===== src/acc_alu_pkg.sv =====
// Shared types and constants for the accumulator datapath.
// Assumes a single core clock; no bus, all controls are plain ports.
package acc_alu_pkg;

   localparam int DATA_W      = 8;
   localparam int CARRY_BIT   = 7;
   localparam int HALF_BIT    = 3;
   localparam int NIB_W       = 4;
   localparam int LONG_CYCLES = 2;
   localparam int SHORT_CYCLES = 1;
   localparam logic [7:0] ACC_RESET = 8'h00;

   typedef enum logic [3:0] {
      OP_NONE     = 4'h0,
      OP_ADC_ACC  = 4'h1,
      OP_ADC_MEM  = 4'h2,
      OP_ADD_ACC  = 4'h3,
      OP_ADD_IMM  = 4'h4,
      OP_ADD_MEM  = 4'h5,
      OP_AND_ACC  = 4'h6,
      OP_AND_IMM  = 4'h7,
      OP_AND_MEM  = 4'h8,
      OP_WDT_PRE1 = 4'h9,
      OP_WDT_PRE2 = 4'hA,
      OP_SKIP     = 4'hB,
      OP_PCLOW_WR = 4'hC
   } alu_op_e;

   typedef struct packed {
      alu_op_e     op;
      logic [7:0]  mem_operand;
      logic [7:0]  literal;
      logic        skip_taken;
   } alu_req_s;

   typedef struct packed {
      logic overflow_flag;
      logic zero_flag;
      logic half_carry_flag;
      logic carry_flag;
   } alu_flags_s;

endpackage : acc_alu_pkg


===== src/acc_adder.sv =====
// Eight-bit adder with overflow, half-carry and carry.
// Purely combinational; the caller registers its results.
`timescale 1ns/1ps
module acc_adder
   import acc_alu_pkg::*;
(
   input  wire logic [7:0] a_in,
   input  wire logic [7:0] b_in,
   input  wire logic       cin_in,
   output logic      [7:0] sum_out,
   output logic            ovf_out,
   output logic            half_out,
   output logic            carry_out
);
   logic [NIB_W:0]  low_nib;
   logic [DATA_W:0] full;

   always_comb
   begin
      low_nib   = {1'b0, a_in[HALF_BIT:0]} + {1'b0, b_in[HALF_BIT:0]}
                  + {{NIB_W{1'b0}}, cin_in};
      full      = {1'b0, a_in} + {1'b0, b_in} + {{DATA_W{1'b0}}, cin_in};
      sum_out   = full[DATA_W-1:0];
      half_out  = low_nib[NIB_W];
      carry_out = full[DATA_W];
      // Signed overflow: like-signed operands, differently signed sum
      ovf_out   = (a_in[CARRY_BIT] == b_in[CARRY_BIT])
                  && (sum_out[CARRY_BIT] != a_in[CARRY_BIT]);
   end
endmodule : acc_adder


===== src/accumulator_add_and_alu.sv =====
// Accumulator add, add-with-carry and AND datapath with cycle counts.
// Assumes the sequencer issues one request per free cycle and holds
// off while busy_out is high; memory writes are one-cycle strobes.
//
// Overview of operation
// - Taken skip costs two cycles; untaken skip costs one.
// - Instruction writing program counter low byte costs two cycles.
// - Both pre-clears in a row clear timeout and power-down flags.
// - Unpaired pre-clear leaves timeout and power-down flags unchanged.
// - Add-with-carry to accumulator: sum plus carry in, updates four flags.
// - Add-with-carry to memory: sum plus carry stored, updates four flags.
// - Add to accumulator: acc+mem without carry, updates four flags.
// - Immediate add: acc+literal into accumulator, updates four flags.
// - Add to memory: acc+mem stored in memory, updates four flags.
// - AND to accumulator: acc&mem, only zero flag changes.
// - Immediate AND: acc&literal into accumulator, only zero flag.
// - AND to memory: acc&mem stored in memory, only zero flag.
// - Pre-clears act only when alternated; repeats have no effect.
`timescale 1ns/1ps
module accumulator_add_and_alu
   import acc_alu_pkg::*;
(
   input  wire logic       ref_clk_in,
   input  wire logic       rst_b_in,
   input  wire logic       clk_en_in,
   input  wire logic       req_valid_in,
   input  wire alu_req_s   req_in,
   output logic      [7:0] accumulator_out,
   output alu_flags_s      flags_out,
   output logic            mem_wr_out,
   output logic      [7:0] mem_wdata_out,
   output logic            watchdog_timeout_flag_out,
   output logic            power_down_flag_out,
   output logic            wdt_clear_out,
   output logic            busy_out,
   input  wire logic       set_timeout_in,
   input  wire logic       set_power_down_in
);

   ////////////////////////////////////////////////////////////////////
   // Adder and request decode

   logic [7:0] add_b;
   logic       add_cin;
   logic [7:0] sum;
   logic       ovf;
   logic       half;
   logic       cry;
   logic       take;
   logic       pre1;
   logic       pre2;
   logic       pair_clear;

   assign take = req_valid_in && !busy_out;
   assign pre1 = take && (req_in.op == OP_WDT_PRE1);
   assign pre2 = take && (req_in.op == OP_WDT_PRE2);

   function automatic logic is_zero(input logic [7:0] v);
      is_zero = (v == 8'h00);
   endfunction : is_zero

   always_comb
   begin
      add_b   = (req_in.op == OP_ADD_IMM) ? req_in.literal
                                          : req_in.mem_operand;
      add_cin = 1'b0;
      if (req_in.op == OP_ADC_ACC || req_in.op == OP_ADC_MEM)
         add_cin = flags_out.carry_flag;
   end

   acc_adder u_adder
   (
      .a_in      (accumulator_out),
      .b_in      (add_b),
      .cin_in    (add_cin),
      .sum_out   (sum),
      .ovf_out   (ovf),
      .half_out  (half),
      .carry_out (cry)
   );

   wdt_preclear_pair u_pair
   (
      .ref_clk_in (ref_clk_in),
      .rst_b_in   (rst_b_in),
      .clk_en_in  (clk_en_in),
      .pre1_in    (pre1),
      .pre2_in    (pre2),
      .other_in   (take && !pre1 && !pre2),
      .clear_out  (pair_clear)
   );

   ////////////////////////////////////////////////////////////////////
   // Datapath next state

   logic [7:0] acc_d;
   alu_flags_s flg_d;
   logic       mwr_d;
   logic [7:0] mdat_d;
   logic       to_d;
   logic       pdn_d;
   logic       clr_d;
   logic [7:0] and_r;

   always_comb
   begin
      acc_d  = accumulator_out;
      flg_d  = flags_out;
      mwr_d  = 1'b0;
      mdat_d = mem_wdata_out;
      clr_d  = 1'b0;
      and_r  = accumulator_out & ((req_in.op == OP_AND_IMM)
                                  ? req_in.literal : req_in.mem_operand);
      if (take)
      begin
         unique case (req_in.op)
            OP_ADC_ACC, OP_ADD_ACC, OP_ADD_IMM:
            begin
               acc_d = sum;
               flg_d = '{ovf, is_zero(sum), half, cry};
            end
            OP_ADC_MEM, OP_ADD_MEM:
            begin
               mwr_d  = 1'b1;
               mdat_d = sum;
               flg_d  = '{ovf, is_zero(sum), half, cry};
            end
            OP_AND_ACC, OP_AND_IMM:
            begin
               acc_d = and_r;
               flg_d.zero_flag = is_zero(and_r);
            end
            OP_AND_MEM:
            begin
               mwr_d  = 1'b1;
               mdat_d = and_r;
               flg_d.zero_flag = is_zero(and_r);
            end
            OP_WDT_PRE1, OP_WDT_PRE2:
               clr_d = pair_clear;
            default:
               ;
         endcase
      end
      // Clear from a completed pair, else hardware sets persist
      to_d  = pair_clear ? 1'b0 : watchdog_timeout_flag_out;
      pdn_d = pair_clear ? 1'b0 : power_down_flag_out;
      // Set wins over a same-cycle clear
      if (set_timeout_in)
         to_d = 1'b1;
      if (set_power_down_in)
         pdn_d = 1'b1;
   end

   always_ff @(posedge ref_clk_in or negedge rst_b_in)
   begin
      if (!rst_b_in)
      begin
         accumulator_out           <= ACC_RESET;
         flags_out                 <= '0;
         mem_wr_out                <= 1'b0;
         mem_wdata_out             <= ACC_RESET;
         watchdog_timeout_flag_out <= 1'b0;
         power_down_flag_out       <= 1'b0;
         wdt_clear_out             <= 1'b0;
      end
      else if (clk_en_in)
      begin
         accumulator_out           <= acc_d;
         flags_out                 <= flg_d;
         mem_wr_out                <= mwr_d;
         mem_wdata_out             <= mdat_d;
         watchdog_timeout_flag_out <= to_d;
         power_down_flag_out       <= pdn_d;
         wdt_clear_out             <= clr_d;
      end
   end

   ////////////////////////////////////////////////////////////////////
   // Cycle-count sequencer

   typedef enum logic [1:0] {
      ST_FREE  = 2'b00,
      ST_EXTRA = 2'b01
   } cyc_state_e;

   cyc_state_e st_q;
   cyc_state_e st_d;
   logic       long_op;

   // Extra cycle flushes the prefetched instruction
   assign long_op = take && ((req_in.op == OP_SKIP && req_in.skip_taken)
                             || req_in.op == OP_PCLOW_WR);

   always_comb
   begin
      st_d = st_q;
      unique case (st_q)
         ST_FREE:  if (long_op) st_d = ST_EXTRA;
         ST_EXTRA: st_d = ST_FREE;
         default:  st_d = ST_FREE;
      endcase
   end

   always_ff @(posedge ref_clk_in or negedge rst_b_in)
   begin
      if (!rst_b_in)
      begin
         st_q     <= ST_FREE;
         busy_out <= 1'b0;
      end
      else if (clk_en_in)
      begin
         st_q     <= st_d;
         busy_out <= (st_d == ST_EXTRA);
      end
   end
endmodule : accumulator_add_and_alu


===== src/wdt_preclear_pair.sv =====
// Tracks alternation of the two watchdog pre-clear instructions.
// Assumes one-cycle instruction strobes from the sequencer.
`timescale 1ns/1ps
module wdt_preclear_pair
   import acc_alu_pkg::*;
(
   input  wire logic ref_clk_in,
   input  wire logic rst_b_in,
   input  wire logic clk_en_in,
   input  wire logic pre1_in,
   input  wire logic pre2_in,
   input  wire logic other_in,
   output logic      clear_out
);
   // Last executed pre-clear: 0 none, 1 first, 2 second
   logic [1:0] last_q;
   logic [1:0] last_d;

   always_comb
   begin
      last_d    = last_q;
      clear_out = 1'b0;
      if (pre1_in)
      begin
         clear_out = (last_q == 2'h2);
         last_d    = 2'h1;
      end
      else if (pre2_in)
      begin
         clear_out = (last_q == 2'h1);
         last_d    = 2'h2;
      end
      else if (other_in)
         // Any other taken instruction breaks the pair
         last_d = 2'h0;
   end

   always_ff @(posedge ref_clk_in or negedge rst_b_in)
   begin
      if (!rst_b_in)
         last_q <= 2'h0;
      else if (clk_en_in)
         last_q <= last_d;
   end
endmodule : wdt_preclear_pair


===== config.mk =====
export PLATFORM = sky130hd
export DESIGN_NAME = accumulator_add_and_alu
export DESIGN_NICKNAME = d
export VERILOG_FILES = /design/src/acc_alu_pkg.sv /design/src/acc_adder.sv /design/src/accumulator_add_and_alu.sv /design/src/wdt_preclear_pair.sv
export SDC_FILE = /design/constraint.sdc
export NUM_CORES = 1
export LEC_CHECK = 0
export ABC_CLOCK_PERIOD_IN_PS = 5100
export BUFFER_PORTS_ARGS = -buffer_cell sky130_fd_sc_hd__buf_4
export CORE_ASPECT_RATIO = 0.75
export CORE_MARGIN = 5
export CORE_UTILIZATION = 50
export DETAILED_ROUTE_END_ITERATION = 12
export PLACE_DENSITY = 0.79
export SLEW_MARGIN = 20
export SYNTH_ARGS = -nofsm -noshare
export SYNTH_HDL_FRONTEND = slang
export SYNTH_SLANG_ARGS = --single-unit

===== constraint.sdc =====
create_clock -name ref_clk_in -period 5.1 [get_ports ref_clk_in]
set_input_delay 0 -clock ref_clk_in [delete_from_list [all_inputs] [get_ports ref_clk_in]]
set_output_delay 0 -clock ref_clk_in [all_outputs]
set_load 0.02 [all_outputs]

==> run summary <==
Status = finished, final reports clean
Tcrit/Tclk final = 63.0%
Syn avg cell area = 9.52 sq um
Global-route wire length before repair = 8670 microns
Count leader, synth = dfrtp_1
Fraction of layout instances using a drive strength above 1 = 30.4%
CTS sink count = 29
Fin. Hold Viols = 0
FP Rows = 20
Yosys top cell by area = dfrtp_1
Post-Synthesis Cells = 223
Area growth, synth to finish = 24.8%
Vias = 1877
Starting density of the core = 52.0%
Post-route cell area = 2650 sq um
Max Cap Viol = 0
Num CTS Buffers = 5
Total grt overflow = 0
Clock transition at path regs = 0.07 ns
P per Cell Area = 485 nW/um^2
Final Max Slew Viols = 0
IO buf count = 51
Seq/Total Area, Yosys = 34.2%
Yosys warns = 0
Total placed instance area = 2520 sq um
Initial DRC Count = 122
Crit Path Category = in2reg
Initial antenna violation count = 0
Post-DP HPWL = 4130 microns
Peak supply drop = 0.000283 V
CTS H-Tree Depth = 2
Final Core Density = 64.9%
EDFF count, synth = 0
Root Driver = clkbuf_8
Top cell types by occurrence after synthesis = 29 x dfrtp_1, 26 x nand2_1, 16 x mux2_2
CP startpoint kind = input port
Crit path capture type = flip-flop
LEAKAGE = 1.24 nW
All-Layer GR Usage = 19.8%
Drt via density = 5.67
Slew headroom = 30.7%
ANT cells = 0
Worst-Margin Slew = 1.04 ns
Clk_skew = 0.0131 ns
Crit path time final = 3.21 ns
Largest net degree at the start of global routing = 30
Drt total wl = 5450 microns
DP Worst Slack = 1.62 ns
Async SR Flop Fraction = 100%
Worst Hold Class = in2reg
Worst path required time = 5.29 ns
Synth top area share = 34.2%
Unrepaired setup endpoints after global routing = false
Die Wd = 85.2 microns
Critical Path Fanout Max = 12
Wirelength per Cell = 16.5 microns
Synth Net Count = 260
Placer congestion estimate = 0.918
Detailed Routing Iterations Pass 1 = 4
Crit path arrival time = 3.41 ns
Clock Latency Late Sink = 0.29 ns
CTS resizes = 0
Synth Register Bits = 29
Fin nets = 312
Largest cells by area after synthesis = dfrtp_1 34%, mux2_2 8.5%, mux2i_1 6.1%
DRC = 0
# IOs = 52
Die area = 5660 sq um
Post-route setup TNS = 0 ns
Area of the mapped netlist = 2120 sq um
Setup Viol. Count Final = 0
Die Y = 66.4 microns
Clock tree buffer depth = 2
CTS tree = done
Post-synthesis cell type count = 50
Worst setup margin = 1.89 ns
Top_reg_cell synth = dfrtp_1
Final ANT Viol Nets = 0
Number of global-route vias before repair = 1750
Min Hold Slack = 0.0131 ns
FMAX = 311 MHz
Core area = 4080 sq um
==> logic make-up after synthesis <==
logic type / count (synthesis) / share of synthesized area [%]
adders and majority gates: 10 / 6.60
xor gates and xnor gates: 6 / 2.48
AOI/OAI and AO/OA: 58 / 19.5
and+or+nand+nor: 69 / 17.7
muxes: 29 / 14.6
DFF: 29 / 34.2
buffers and inverters: 22 / 4.95
==> cell usage in the layout, fill, tap and decap left out, types with 8 or more instances in the layout <==
master | netlist | routed
buf_4 | 2 | 52
dfrtp_1 | 29 | 29
nand2_1 | 26 | 26
mux2_2 | 16 | 16
nor2_1 | 14 | 14
mux2i_1 | 13 | 13
o21ai_0 | 13 | 13
inv_1 | 11 | 11
a21oi_1 | 11 | 11
ha_1 | 8 | 8
==> layout make-up <==
class                   count  area [sq um]
clock buffers               5          68.8
clock inverters             3          17.5
fillers                   349          1430
inverters                  11          41.3
multi-input cells         172          1290
flip-flops and latches     29           726
well taps                  55          68.8
repair buffers             56           430
==> sequential cells by signal, summed over array words and instances, names as in the netlist, 2 cells and up <==
| name | flops |
|---|---|
| accumulator_out | 8 |
| flags_out | 4 |
| mem_wdata_out | 8 |
| st_q | 2 |
| u_pair.last_q | 2 |
==> power by group <==
group	total, mW	switching (mW)	internal [mW]
sequential	0.383	0.0777	0.305
combinational	0.711	0.407	0.304
clock	0.189	0.0955	0.0940
total	1.28	0.580	0.703
==> through the flow <==
| stage | total power, mW | instances |
|---|---|---|
| 2_1_floorplan | 0.831 | 223 |
| 3_3_place_gp | 1.07 | 319 |
| 3_5_place_dp | 1.09 | 319 |
| 4_1_cts | 1.29 | 331 |
| 5_1_grt | 1.38 | 331 |
| 6_report | 1.28 | 331 |
==> critical path, cell delays in order <==
cell      delay [ns]
buf_4           0.16
nor4b_2         0.91
mux2i_1         0.32
fa_1            0.22
inv_1           0.05
fa_1            0.42
a211oi_2        0.28
nor2_1          0.11
xor2_1          0.17
or4_1           0.56
o41ai_2         0.20
==> repair_timing <==
item	4_1_cts	5_1_grt
hold buffers	4	0
hold endpoints to repair	35	0
setup buffers	0	0
==> metal layers <==
layer	part of all wire (%)	global-route usage [%]	routed length, microns
met1	46	28.4	2530
met2	45	30.4	2470
met3	7.3	3.74	398
met4	0.94	5.34	51
met5	0	0	0
==> worst paths after layout <==
check | from | to | slack [ns] | cells past startpoint
setup / recovery | req_in[20] | flags_out[2]$_DFFE_PN0P_ | 1.89 | 11
hold / removal | req_in[18] | u_pair.last_q[0]$_DFFE_PN0P_ | 0.01 | 2
setup reg to reg | accumulator_out[0]$_DFFE_PN0P_ | flags_out[2]$_DFFE_PN0P_ | 2.46 | 9
hold reg to reg | mem_wdata_out[0]$_DFFE_PN0P_ | mem_wdata_out[0]$_DFFE_PN0P_ | 0.48 | 1
max in group asynchronous | rst_b_in | mem_wdata_out[2]$_DFFE_PN0P_ | 4.63 | 2
min in group asynchronous | rst_b_in | flags_out[1]$_DFFE_PN0P_ | 0.17 | 2
Note: power is estimated with default switching activity, not from simulation.
